===== src/hw/tst_pkg.sv =====
// Package: register pointers, field layout, reset values and hysteresis steps of the trip bank
//
// Overview of operation
// - Temperatures and limits are 13-bit two's complement, sign at bit 12, 0.0625 degC per count.
// - Reading resolution is 0.125 degC; bit 0 always reads zero.
// - Bit 11 of the temperature value weighs 128 degC, below the sign.
// - Top three reading bits report trip status from present temperature and limits.
// - Trip status is independent of event pin enable, mask or clear.
// - Status bits sit above sign and value, e.g. 1FFEh versus FFFEh.
// - Upper limit holds sign at bit 12, value bits 11:2, 0.25 degC steps.
// - Upper limit bits 15:13 and 1:0 ignore writes and read zero.
// - Lower limit holds sign at bit 12, value bits 11:2, 0.25 degC steps.
// - Lower limit bits 15:13 and 1:0 ignore writes and read zero.
// - Comparisons always use the limits currently held, effective right after writes.
// - Under-window bit 13 sets below lower minus hysteresis, clears at lower.
// - Over-window bit 14 sets above upper, clears below upper minus hysteresis.
// - Critical bit 15 sets at critical limit, clears below critical minus hysteresis.
// - While the window lock is set, writes to both limits are rejected.
package tst_pkg;

  localparam int TST_REG_W = 16;
  localparam int TST_PTR_W = 4;

  // Register pointers as seen by the serial protocol engine
  localparam logic [3:0] TST_PTR_UPPER = 4'h2;
  localparam logic [3:0] TST_PTR_LOWER = 4'h3;
  localparam logic [3:0] TST_PTR_TEMP = 4'h5;

  // Field positions of the temperature reading
  localparam int TST_CRIT_BIT = 15;
  localparam int TST_OVER_BIT = 14;
  localparam int TST_UNDER_BIT = 13;
  localparam int TST_SIGN_BIT = 12;
  localparam int TST_CONV_W = 12;

  // Writable bits of a limit register: sign at 12, value at 11:2
  localparam logic [15:0] TST_LIMIT_MASK = 16'h1ffc;
  localparam logic [15:0] TST_LIMIT_RESET = 16'h0000;
  localparam logic [15:0] TST_TEMP_RESET = 16'h0000;
  localparam logic [11:0] TST_CONV_RESET = 12'h000;

  // Hysteresis in 0.0625 degC counts: 0, 1.5, 3 and 6 degC
  localparam logic [13:0] TST_HYST_0 = 14'h0000;
  localparam logic [13:0] TST_HYST_1 = 14'h0018;
  localparam logic [13:0] TST_HYST_2 = 14'h0030;
  localparam logic [13:0] TST_HYST_3 = 14'h0060;

  typedef enum logic [1:0] {
    TST_TRIP_ABOVE_INCL,
    TST_TRIP_ABOVE,
    TST_TRIP_BELOW
  } tst_trip_kind_type;

  // Sign-extends a 13-bit two's complement field to the 14-bit compare width
  function automatic logic signed [13:0] tst_to_cmp(input logic [15:0] word);
    tst_to_cmp = $signed({word[TST_SIGN_BIT], word[12:0]});
  endfunction : tst_to_cmp

  // Maps the hysteresis selector to a count
  function automatic logic [13:0] tst_hyst_counts(input logic [1:0] sel);
    unique case (sel)
      2'h0: tst_hyst_counts = TST_HYST_0;
      2'h1: tst_hyst_counts = TST_HYST_1;
      2'h2: tst_hyst_counts = TST_HYST_2;
      2'h3: tst_hyst_counts = TST_HYST_3;
    endcase
  endfunction : tst_hyst_counts

endpackage : tst_pkg


===== src/hw/tst_trip_regs.sv =====
// Temperature reading and alarm-window limit registers with trip-status bits
module tst_trip_regs
  import tst_pkg::*;
(
  input wire logic i_ref_clk,
  input wire logic i_reset_n,
  input wire logic i_wr_en,
  input wire logic i_rd_en,
  input wire logic [TST_PTR_W-1:0] i_reg_ptr,
  input wire logic [TST_REG_W-1:0] i_wr_data,
  input wire logic i_window_lock,
  input wire logic i_conv_done,
  input wire logic [TST_CONV_W-1:0] i_conv_temp,
  input wire logic [TST_REG_W-1:0] i_crit_limit,
  input wire logic [1:0] i_hyst_sel,
  output logic [TST_REG_W-1:0] o_rd_data,
  output logic o_rd_valid,
  output logic [TST_REG_W-1:0] o_temp_reading,
  output logic [TST_REG_W-1:0] o_upper_limit,
  output logic [TST_REG_W-1:0] o_lower_limit
);

  logic [TST_REG_W-1:0] upper_limit_value_ff;
  logic [TST_REG_W-1:0] lower_limit_value_ff;
  logic [TST_CONV_W-1:0] conv_temp_ff;
  logic [TST_REG_W-1:0] temp_word_ff;
  logic [TST_REG_W-1:0] rd_data_ff;
  logic rd_valid_ff;
  logic [TST_REG_W-1:0] conv_word;
  logic [TST_REG_W-1:0] nxt_temp_word;
  logic [TST_REG_W-1:0] nxt_rd_data;
  logic signed [13:0] temp_cmp;
  logic [13:0] hyst_cnt;
  logic over_critical_flag;
  logic over_window_flag;
  logic under_window_flag;
  logic wr_upper;
  logic wr_lower;

  // Writes land only when the window is unlocked
  assign wr_upper = i_wr_en && (i_reg_ptr == TST_PTR_UPPER) && !i_window_lock;
  assign wr_lower = i_wr_en && (i_reg_ptr == TST_PTR_LOWER) && !i_window_lock;

  // Upper limit; reserved bits are masked so they never hold a one
  always_ff @(posedge i_ref_clk or negedge i_reset_n) begin
    if (!i_reset_n) begin
      upper_limit_value_ff <= TST_LIMIT_RESET;
    end else if (wr_upper) begin
      upper_limit_value_ff <= i_wr_data & TST_LIMIT_MASK;
    end
  end

  // Lower limit, same layout as the upper one
  always_ff @(posedge i_ref_clk or negedge i_reset_n) begin
    if (!i_reset_n) begin
      lower_limit_value_ff <= TST_LIMIT_RESET;
    end else if (wr_lower) begin
      lower_limit_value_ff <= i_wr_data & TST_LIMIT_MASK;
    end
  end

  // Converter result is taken only on a completed conversion
  always_ff @(posedge i_ref_clk or negedge i_reset_n) begin
    if (!i_reset_n) begin
      conv_temp_ff <= TST_CONV_RESET;
    end else if (i_conv_done) begin
      conv_temp_ff <= i_conv_temp;
    end
  end

  // Sign at 12, 0.125 degC value at 11:1, bit 0 tied low
  assign conv_word = {3'h0, conv_temp_ff, 1'b0};
  assign temp_cmp = tst_to_cmp(conv_word);
  assign hyst_cnt = tst_hyst_counts(i_hyst_sel);

  // Flags compare against the live limit registers, so a write acts at once
  tst_trip_flag #(.KIND(TST_TRIP_ABOVE_INCL)) u_crit (
    .i_ref_clk(i_ref_clk),
    .i_reset_n(i_reset_n),
    .i_temp(temp_cmp),
    .i_thr(tst_to_cmp(i_crit_limit)),
    .i_hyst(hyst_cnt),
    .o_flag(over_critical_flag)
  );

  tst_trip_flag #(.KIND(TST_TRIP_ABOVE)) u_over (
    .i_ref_clk(i_ref_clk),
    .i_reset_n(i_reset_n),
    .i_temp(temp_cmp),
    .i_thr(tst_to_cmp(upper_limit_value_ff)),
    .i_hyst(hyst_cnt),
    .o_flag(over_window_flag)
  );

  tst_trip_flag #(.KIND(TST_TRIP_BELOW)) u_under (
    .i_ref_clk(i_ref_clk),
    .i_reset_n(i_reset_n),
    .i_temp(temp_cmp),
    .i_thr(tst_to_cmp(lower_limit_value_ff)),
    .i_hyst(hyst_cnt),
    .o_flag(under_window_flag)
  );

  // Status bits above sign; no event pin state feeds them
  always_comb begin
    nxt_temp_word = conv_word;
    nxt_temp_word[TST_CRIT_BIT] = over_critical_flag;
    nxt_temp_word[TST_OVER_BIT] = over_window_flag;
    nxt_temp_word[TST_UNDER_BIT] = under_window_flag;
  end

  // Whole reading word in one flop; status bits trail the value bits by one cycle
  always_ff @(posedge i_ref_clk or negedge i_reset_n) begin
    if (!i_reset_n) begin
      temp_word_ff <= TST_TEMP_RESET;
    end else begin
      temp_word_ff <= nxt_temp_word;
    end
  end

  // Read decode; unknown pointers return zero
  always_comb begin
    unique case (i_reg_ptr)
      TST_PTR_UPPER: nxt_rd_data = upper_limit_value_ff;
      TST_PTR_LOWER: nxt_rd_data = lower_limit_value_ff;
      TST_PTR_TEMP: nxt_rd_data = temp_word_ff;
      default: nxt_rd_data = 16'h0000;
    endcase
  end

  // Read data is a one-cycle snapshot of the full 16-bit word
  always_ff @(posedge i_ref_clk or negedge i_reset_n) begin
    if (!i_reset_n) begin
      rd_data_ff <= 16'h0000;
      rd_valid_ff <= 1'b0;
    end else begin
      rd_valid_ff <= i_rd_en;
      if (i_rd_en) begin
        rd_data_ff <= nxt_rd_data;
      end
    end
  end

  assign o_rd_data = rd_data_ff;
  assign o_rd_valid = rd_valid_ff;
  assign o_temp_reading = temp_word_ff;
  assign o_upper_limit = upper_limit_value_ff;
  assign o_lower_limit = lower_limit_value_ff;

  property p_upper_rsvd;
    @(posedge i_ref_clk) disable iff (!i_reset_n)
    i_wr_en |=> ((o_upper_limit & ~TST_LIMIT_MASK) == 16'h0000);
  endproperty
  a_upper_rsvd: assert property (p_upper_rsvd) else $error("Upper reserved bit set");

  property p_lower_rsvd;
    @(posedge i_ref_clk) disable iff (!i_reset_n)
    i_wr_en |=> ((o_lower_limit & ~TST_LIMIT_MASK) == 16'h0000);
  endproperty
  a_lower_rsvd: assert property (p_lower_rsvd) else $error("Lower reserved bit set");

  property p_upper_write;
    @(posedge i_ref_clk) disable iff (!i_reset_n)
    (i_wr_en && i_reg_ptr == TST_PTR_UPPER && !i_window_lock)
      |=> (o_upper_limit == ($past(i_wr_data) & TST_LIMIT_MASK));
  endproperty
  a_upper_write: assert property (p_upper_write) else $error("Upper write lost");

  property p_lower_write;
    @(posedge i_ref_clk) disable iff (!i_reset_n)
    (i_wr_en && i_reg_ptr == TST_PTR_LOWER && !i_window_lock)
      |=> (o_lower_limit == ($past(i_wr_data) & TST_LIMIT_MASK));
  endproperty
  a_lower_write: assert property (p_lower_write) else $error("Lower write lost");

  property p_lock;
    @(posedge i_ref_clk) disable iff (!i_reset_n)
    i_window_lock |=> ($stable(o_upper_limit) && $stable(o_lower_limit));
  endproperty
  a_lock: assert property (p_lock) else $error("Limit changed while locked");

  property p_lsb_zero;
    @(posedge i_ref_clk) disable iff (!i_reset_n)
    i_conv_done |-> ##2 (o_temp_reading[0] == 1'b0);
  endproperty
  a_lsb_zero: assert property (p_lsb_zero) else $error("Reading bit 0 not zero");

  property p_conv_refresh;
    @(posedge i_ref_clk) disable iff (!i_reset_n)
    (i_conv_done ##1 !i_conv_done) |=> (o_temp_reading[12:1] == $past(i_conv_temp, 2));
  endproperty
  a_conv_refresh: assert property (p_conv_refresh) else $error("Reading not refreshed");

  property p_over_status;
    @(posedge i_ref_clk) disable iff (!i_reset_n)
    (temp_cmp > tst_to_cmp(upper_limit_value_ff))[*2] |=> o_temp_reading[TST_OVER_BIT];
  endproperty
  a_over_status: assert property (p_over_status) else $error("Over-window bit missing");

  property p_crit_status;
    @(posedge i_ref_clk) disable iff (!i_reset_n)
    (temp_cmp >= tst_to_cmp(i_crit_limit))[*2] |=> o_temp_reading[TST_CRIT_BIT];
  endproperty
  a_crit_status: assert property (p_crit_status) else $error("Critical bit missing");

  property p_under_clear;
    @(posedge i_ref_clk) disable iff (!i_reset_n)
    (temp_cmp >= tst_to_cmp(lower_limit_value_ff))[*2] |=> !o_temp_reading[TST_UNDER_BIT];
  endproperty
  a_under_clear: assert property (p_under_clear) else $error("Under-window bit stuck");

  property p_read_temp;
    @(posedge i_ref_clk) disable iff (!i_reset_n)
    (i_rd_en && i_reg_ptr == TST_PTR_TEMP) |=> (o_rd_valid && o_rd_data == $past(temp_word_ff));
  endproperty
  a_read_temp: assert property (p_read_temp) else $error("Temperature read torn");

  // Set side of the under-window flag, below the lower limit less hysteresis
  property p_under_status;
    @(posedge i_ref_clk) disable iff (!i_reset_n)
    (temp_cmp < (tst_to_cmp(lower_limit_value_ff) - $signed(hyst_cnt)))[*2]
      |=> o_temp_reading[TST_UNDER_BIT];
  endproperty
  a_under_status: assert property (p_under_status) else $error("Under bit missing");

  // Valid follows each read strobe by exactly one cycle and never stands alone
  property p_rd_valid;
    @(posedge i_ref_clk) disable iff (!i_reset_n)
    o_rd_valid == $past(i_rd_en);
  endproperty
  a_rd_valid: assert property (p_rd_valid) else $error("Read valid misplaced");

endmodule : tst_trip_regs


===== src/hw/tst_trip_flag.sv =====
// One trip-status flag with hysteresis against a single threshold
module tst_trip_flag
  import tst_pkg::*;
#(
  parameter tst_trip_kind_type KIND = TST_TRIP_ABOVE
) (
  input wire logic i_ref_clk,
  input wire logic i_reset_n,
  input wire logic signed [13:0] i_temp,
  input wire logic signed [13:0] i_thr,
  input wire logic [13:0] i_hyst,
  output logic o_flag
);

  logic signed [13:0] thr_low;
  logic set_cond;
  logic clr_cond;
  logic flag_ff;
  logic nxt_flag;

  // Lower edge of the hysteresis band; limits span 13 bits so 14 bits never wrap
  assign thr_low = i_thr - $signed(i_hyst);

  // Set and clear points per flag kind
  always_comb begin
    unique case (KIND)
      TST_TRIP_ABOVE_INCL: begin
        set_cond = (i_temp >= i_thr);
        clr_cond = (i_temp < thr_low);
      end
      TST_TRIP_ABOVE: begin
        set_cond = (i_temp > i_thr);
        clr_cond = (i_temp < thr_low);
      end
      default: begin
        set_cond = (i_temp < thr_low);
        clr_cond = (i_temp >= i_thr);
      end
    endcase
  end

  // Inside the band the flag keeps its previous state
  assign nxt_flag = flag_ff ? ~clr_cond : set_cond;

  always_ff @(posedge i_ref_clk or negedge i_reset_n) begin
    if (!i_reset_n) begin
      flag_ff <= 1'b0;
    end else begin
      flag_ff <= nxt_flag;
    end
  end

  assign o_flag = flag_ff;

  property p_flag_set;
    @(posedge i_ref_clk) disable iff (!i_reset_n)
    set_cond |=> flag_ff;
  endproperty
  a_flag_set: assert property (p_flag_set) else $error("Trip flag failed to set");

  property p_flag_hold;
    @(posedge i_ref_clk) disable iff (!i_reset_n)
    (!set_cond && !clr_cond) |=> (flag_ff == $past(flag_ff));
  endproperty
  a_flag_hold: assert property (p_flag_hold) else $error("Trip flag moved inside band");

endmodule : tst_trip_flag


===== config.mk =====
export PLATFORM = sky130hd
export DESIGN_NAME = tst_trip_regs
export DESIGN_NICKNAME = d
export VERILOG_FILES = /design/src/hw/tst_pkg.sv /design/src/hw/tst_trip_regs.sv /design/src/hw/tst_trip_flag.sv
export SDC_FILE = /design/constraint.sdc
export NUM_CORES = 1
export LEC_CHECK = 0
export ABC_AREA = 1
export BUFFER_PORTS_ARGS = -buffer_cell sky130_fd_sc_hd__buf_2
export CORE_MARGIN = 2
export CORE_UTILIZATION = 60
export CTS_CLUSTER_DIAMETER = 100
export CTS_CLUSTER_SIZE = 28
export DETAILED_ROUTE_END_ITERATION = 8
export GPL_TIMING_DRIVEN = 1
export PLACE_DENSITY = 0.87
export REMOVE_ABC_BUFFERS = 1
export SLEW_MARGIN = 40
export SYNTH_ARGS = -nofsm -noshare
export SYNTH_HDL_FRONTEND = slang
export SYNTH_SLANG_ARGS = --single-unit

===== constraint.sdc =====
create_clock -name i_ref_clk -period 5.36 [get_ports i_ref_clk]
set_clock_uncertainty 0.05 [all_clocks]
set_input_delay 0.804 -clock i_ref_clk [delete_from_list [all_inputs] [get_ports i_ref_clk]]
set_output_delay 0.804 -clock i_ref_clk [all_outputs]
set_load 0.02 [all_outputs]

==> metrics.txt, run 1 <==
combinational fraction of design power=0.420; Crit Reg-Reg Endpoint=u_under.o_flag$_DFF_PN0_; critical path capture point type=flop; NumNets Final=935; worst r2r src=o_lower_limit[3]$_DFFE_PN0P_; DP Area=5920 um^2; final max-slew violation count=0; post-synth cell types=31; min cycle time layout=3.56 ns; post-synthesis sequential area ratio=0.316; switch share=0.405; Clock Latency Late Sink=0.36 ns; Clock power frac=0.253; power density over the cells=340 nW/um^2; Final Instance Area=6160 um^2; die height=98.8 um; total negative setup slack=0 ns; CTS buffer count=9; largest net degree at the start of global routing=49; fin crit share=0.664; Worst Path Max Fanout=4; average size of a mapped cell=7.75 um^2; Final HPWL DP=10200 um; initial antenna violation count=0; All-Layer GR Usage=0.283; total congestion overflow=0; Critical Path Stages=23; port bufs=100; Int Pwr=1.24 mW; DRT antenna net count=0; yosys warns=0; slowest CP cell=fa_1; CTS root buf=clkbuf_8; Setup crit end=u_under.o_flag$_DFF_PN0_; n_diodes=0; Least-Margin Pin Slew=0.724 ns; Critical Path RT=5.55 ns; leakage=3.52 nW; Clock Path Buffers=2; die area=9760 um^2; Hold Buf Count CTS=0; status=finished clean; Post-Route WL=13400 um; layout cells sized above 1=0.186; sequential power share=0.327; crit-path most repeated cell=nand2_1; Synth Instances=695; Setup crit start kind=input port; family with the most delay on the worst path=simple AND/OR/NAND/NOR gates; die width=98.8 um; Pwr Total=2.09 mW; WP buf/inv=4; Core ar.=8720 um^2; Placed Cells=891; # IOs=121; net switching power=0.846 mW; P&R area growth vs syn=14.3%; # rows=34; fin cells=907; synthesized flop and latch total=68; Peak supply drop=0.168 mV; Fin. Hold Viols=0; CTS tree=yes; CP max stage delay=0.40 ns; Cell Chain, Critical Path=buf_2, inv_1, ha_1, ha_1, inv_1, fa_1, nand2_1, nand2_1, a21oi_2, nand3_2, nor2_2, nand2_1, nand2_1, inv_1, ha_1, nand2_1, nor2_1, and2_1, nand2_1, nand3_1, nand2_1, nand3b_1, nand2_1; crit path kind=input port to flop; PostCTS Resize Cnt=0; Max Cap Viol=0; TritonCTS sink count=68; number of setup buffers added after CTS=0; H-tree levels=3; arrival time worst endpoint=3.75 ns; Register-to-Register Path Depth=21; DRT iter0 DRCs=334; routability congestion estimate=0.879; Layout fillers=685; RSZ-0062 raised after global routing=false; mapped cell area=5390 um^2; clock transition at the registers of the reported paths=0.07 ns; vias in the first global route=4904; Max Clock Freq=281 MHz; wire length per cell=14.8 um; Vias/cell=5.47; drt first pass iters=5; headroom to the max-slew limit=0.516; Vias=4963; crit path from=i_hyst_sel[1]; class of the worst hold path=flop to flop; Setup-failing EPs final=0; Initial Util=0.618; global-route wire length before repair=22200 um; Remaining DRCs=0; Reg2Reg Setup Slack=2.18 ns
state kept, by name, indices dropped and copies added (netlist names):
| name | flops |
|---|---|
| o_rd_valid | 1 |
| u_over.o_flag | 1 |
| o_temp_reading | 15 |
| o_upper_limit | 11 |
| conv_temp_ff | 12 |
| u_crit.o_flag | 1 |
| u_under.o_flag | 1 |
| o_rd_data | 15 |
| o_lower_limit | 11 |
cells in the final DEF, fill, tap and decap left out, types with 2 or more instances in the layout:
cell       count
nand2_1      165
inv_1        134
buf_2        100
ha_1          82
dfrtp_1       68
nor2_1        33
o21ai_1       32
a21oi_1       25
nand3_1       22
xor2_1        18
o21ai_0       13
conb_1        12
mux2_2        11
nor3_1        10
o22ai_1       10
clkbuf_8       9
nand4_1        8
or2_2          6
nor2_2         5
nand3_2        4
a21o_1         4
o22ai_2        4
a21oi_2        3
xnor2_1        3
nand3b_1       3
and2_1         3
fa_1           3
bufinv_16      3
clkinv_4       2
power by group through the flow:
stage | clock [mW] | combinational, mW | sequential, mW
floorplan | 0 | 0.555 | 0.736
global placement | 0 | 0.799 | 0.687
detailed placement | 0 | 0.855 | 0.691
CTS | 0.533 | 0.873 | 0.682
global route | 0.555 | 1.00 | 0.695
finish | 0.529 | 0.879 | 0.684
layer usage:
layer	vias up	global-route usage	share of wire
met2	214	0.499	0.50
li1	2388	-	-
met1	2303	0.332	0.40
met3	58	0.0511	0.062
met4	0	0.136	0.041
met5	-	0	0
worst min-delay path by stage:
stage,start,endpoint,cells after the start
after floorplan,u_under.o_flag$_DFF_PN0_,o_temp_reading[13]$_DFF_PN0_,0
after CTS,u_under.o_flag$_DFF_PN0_,o_temp_reading[13]$_DFF_PN0_,0
after detailed placement,u_crit.o_flag$_DFF_PN0_,o_temp_reading[15]$_DFF_PN0_,0
after global placement,u_under.o_flag$_DFF_PN0_,o_temp_reading[13]$_DFF_PN0_,0
final,u_under.o_flag$_DFF_PN0_,o_temp_reading[13]$_DFF_PN0_,0
after global routing,u_crit.o_flag$_DFF_PN0_,o_temp_reading[15]$_DFF_PN0_,0
through the flow:
step,utilization,worst slack [ns],hold slack (ns)
final,0.706,1.80,0.353
after global routing,0.706,1.52,0.379
after CTS,0.706,1.84,0.357
after detailed placement,0.678,1.58,0.341
after global placement,0.678,1.70,0.338
after floorplan,-,2.03,0.316
cells in the mapped netlist (all sizes together):
| master | count | area [um^2] |
|---|---|---|
| nor3 | 10 | 50.1 |
| mux2 | 11 | 124 |
| o22ai | 14 | 113 |
| inv | 134 | 503 |
| fa | 3 | 60.1 |
| xnor2 | 3 | 26.3 |
| o21ai | 45 | 225 |
| nand2 | 165 | 619 |
| a21o | 4 | 30.0 |
| o21bai | 1 | 7.51 |
| clkbuf | 1 | 3.75 |
| and2 | 3 | 18.8 |
| nand4 | 8 | 50.1 |
| nor2 | 38 | 155 |
| or2 | 6 | 37.5 |
| buf | 23 | 153 |
| ha | 82 | 1030 |
| xor2 | 18 | 158 |
| nand3b | 3 | 22.5 |
| a21oi | 28 | 151 |
| nand3 | 26 | 150 |
| conb | 1 | 3.75 |
| dfrtp | 68 | 1700 |
area by class of cell:
| type | instances | area, um^2 | share of cell area |
|---|---|---|---|
| multi-input combinational | 480 | 3070 | 0.498 |
| sequential | 68 | 1700 | 0.276 |
| timing repair buffer | 101 | 508 | 0.0825 |
| inverter | 134 | 503 | 0.0817 |
| tap | 108 | 135 | 0.0219 |
| clock buffer | 10 | 128 | 0.0207 |
| clock inverter | 6 | 113 | 0.0183 |
cell families (layout without fill, tap and decap cells):
kind of cell | count (synthesis) | count (layout) | synth area share
adder cells (fa/ha/maj) | 85 | 85 | 0.202
AND/OR/NAND/NOR | 259 | 259 | 0.205
other | 1 | 12 | 0.000696
flip-flops | 68 | 68 | 0.316
multiplexers | 11 | 11 | 0.0230
XOR/XNOR | 21 | 21 | 0.0341
buffers and inverters | 158 | 251 | 0.122
AO/OA/AOI/OAI | 92 | 92 | 0.0977
No activity file was read; power rests on OpenSTA's default activity.
==> inputs of run 2 (changes only) <==
Settings changed: ABC_AREA 1 to 0, CORE_UTILIZATION 60 to 55, PLACE_DENSITY 0.87 to 0.82.
Clock period 5.36 ns to 3.6 ns, I/O delays scaled along.
==> run 2 against run 1 <==
Design area fell by 5.3%. Critical path depth fell by 8. Sequential power rose by 54%. Flip-flop and latch count did not move. Core utilization fell by 3.4 points. Highest routed layer unchanged. Worst hold slack got worse by 0.15 ns.
==> metrics.txt, run 2 <==
power density over the cells=527 nW/um^2 (+55%); All-Layer GR Usage=0.254 (-0.0292); pre-CTS setup slack=-0.119 ns (-1.70 ns); die area=9710 um^2 (-0.43%); post-synthesis sequential area ratio=0.346 (+0.0303); CTS buffer count=9 (unchanged); Yosys top cell by area=dfrtp_1; Initial Util=0.567 (-0.0513); RSZ-0062 raised after global routing=false; Setup crit start kind=input port; post-synth cell types=50 (+61%); Final HPWL DP=9140 um (-11%); critical path capture point type=flop; Synth area leaders=dfrtp_1 (35%), ha_1 (21%), mux2_2 (5.5%); largest net degree at the start of global routing=69 (+41%); # rows=34 (unchanged); yosys warns=0 (unchanged); Vias=4121 (-17%); fin worst setup slack=0.189 ns (-1.61 ns); initial antenna violation count=0 (unchanged); P&R area growth vs syn=18.6%; Layout fillers=682 (-0.44%); arrival time worst endpoint=3.65 ns (-0.10 ns); TritonCTS sink count=68 (unchanged); EDFF count, synth=0 (unchanged); average size of a mapped cell=9.80 um^2 (+26%); Clock Latency Late Sink=0.36 ns (about the same); CTS tree=yes; DRT antenna net count=0 (unchanged); port bufs=100 (unchanged); CP max stage delay=0.49 ns (+0.09 ns); die width=98.6 um (-0.22%); clock transition at the registers of the reported paths=0.09 ns (+0.02 ns); ys async rst share=1.00 (unchanged); global-route wire length before repair=19800 um (-11%); H-tree levels=3 (unchanged); Worst Path Max Fanout=6 (+2); drt first pass iters=4 (-1); Remaining DRCs=0 (unchanged); n_diodes=0 (unchanged); Clock Path Buffers=2 (unchanged); DRT iter0 DRCs=178 (-47%); count leader, synth=ha_1; class of the worst hold path=input port to async pin; Fin. Hold Viols=0 (unchanged); Max Cap Viol=0 (unchanged); Synth Instances=502 (-28%); total negative setup slack=0 ns (unchanged); Core ar.=8680 um^2 (-0.49%); mapped cell area=4920 um^2 (-8.8%); crit path kind=input port to flop; highest-count cells in the layout ignoring fill and taps=buf_2 (100), ha_1 (82), dfrtp_1 (68); Final Instance Area=5830 um^2 (-5.3%); Register-to-Register Path Depth=13 (-38%); wire length per cell=16.3 um (+10%); final max-slew violation count=0 (unchanged); Main synth FF type=dfrtp_1; slowest CP cell=a2111oi_1; synthesized flop and latch total=68 (unchanged); routability congestion estimate=0.939 (+6.7%); DP Area=5590 um^2 (-5.5%); Hold Buf Count CTS=0 (unchanged); die height=98.6 um (-0.22%); NumNets Final=759 (-19%); total congestion overflow=0 (unchanged); CTS root buf=clkbuf_8; Vias/cell=5.64 (+3.0%); Max Clock Freq=293 MHz; # IOs=121 (unchanged); fin crit share=0.948; Setup-failing EPs final=0 (unchanged); most common library cell in the layout ignoring fill and taps=buf_2; Cell Chain, Critical Path=buf_2, inv_1, ha_1, ha_1, nor2b_1, o21a_1, o21ai_0, nor3b_2, xnor2_1, ha_1, and3_1, a2111oi_1, a211oi_1, o22ai_1, o22a_1; vias in the first global route=4171 (-15%); leakage=2.96 nW (-16%); Critical Path RT=3.84 ns (-1.71 ns); layout cells sized above 1=0.262 (+0.0752); Synth top area share=0.346 (+0.0303); Synth top cells by count=ha_1 (82), dfrtp_1 (68), inv_1 (55); crit-path most repeated cell=ha_1; Post-Route WL=11900 um (-11%); min cycle time layout=3.41 ns; Least-Margin Pin Slew=0.622 ns (-0.101 ns); status=finished clean; headroom to the max-slew limit=0.585 (+0.0686); Peak supply drop=0.249 mV (+48%)
==> run 2: metrics by stage <==
step	instances	utilization	total power [mW]	hold slack, ns
final	731	0.672	3.07	0.199
after global routing	731	0.672	3.29	0.260
after CTS	731	0.672	3.08	0.256
after detailed placement	715	0.644	2.29	0.361
after global placement	715	0.644	2.21	0.353
after floorplan	490	-	1.86	0.194
==> run 2: layout make-up <==
cell class	count	area, um^2	share of cell area
tap	108	135	0.0232
sequential	68	1700	0.292
timing repair buffer	117	632	0.108
inverter	55	206	0.0354
clock buffer	10	128	0.0219
multi-input combinational	367	2920	0.500
clock inverter	6	113	0.0193
==> run 2: power breakdown <==
| part | internal (mW) | switching (mW) | total [mW] |
|---|---|---|---|
| clock network | 0.462 | 0.318 | 0.780 |
| registers | 0.890 | 0.161 | 1.05 |
| logic | 0.560 | 0.684 | 1.24 |
==> run 2: kinds of logic (layout without fill, tap and decap cells) <==
kind of cell	after synthesis	in the layout	share of synthesized area
compound gates	120	120	0.156
simple gates	102	102	0.109
fa+ha+maj	85	85	0.221
buf+inv	78	188	0.0695
flops	68	68	0.346
mux	25	25	0.0570
xor+xnor	23	23	0.0410
other cells	1	12	0.000763
==> run 2: worst paths after layout <==
path	start	end	slack [ns]
max	i_hyst_sel[0]	u_under.o_flag$_DFF_PN0_	0.19
min	i_reset_n	o_rd_data[2]$_DFFE_PN0P_	0.20
max reg2reg	o_lower_limit[3]$_DFFE_PN0P_	u_under.o_flag$_DFF_PN0_	0.40
min reg2reg	u_under.o_flag$_DFF_PN0_	o_temp_reading[13]$_DFF_PN0_	0.36
max in group asynchronous	i_reset_n	u_under.o_flag$_DFF_PN0_	2.83
min in group i_ref_clk	i_conv_temp[1]	conv_temp_ff[1]$_DFFE_PN0P_	0.34
==> run 2: critical path, delay by kind of cell <==
| kind | cells | cell delay (ns) |
|---|---|---|
| AOI/OAI and AO/OA | 6 | 1.24 |
| adders and majority gates | 3 | 1.02 |
| and+or+nand+nor | 3 | 0.54 |
| xor gates and xnor gates | 1 | 0.17 |
| buffers and inverters | 2 | 0.13 |
==> run 2: repair_timing <==
action,CTS,global route
resized for setup,0,1
setup buffers,0,0
endpoints found under the setup margin,0,1
==> run 2: routing by layer <==
layer,vias to the layer above,part of all wire,global-route usage
li1,2002,-,-
met1,1966,0.44,0.333
met2,132,0.49,0.437
met3,21,0.057,0.0440
met4,0,0.018,0.0695
met5,-,0,0
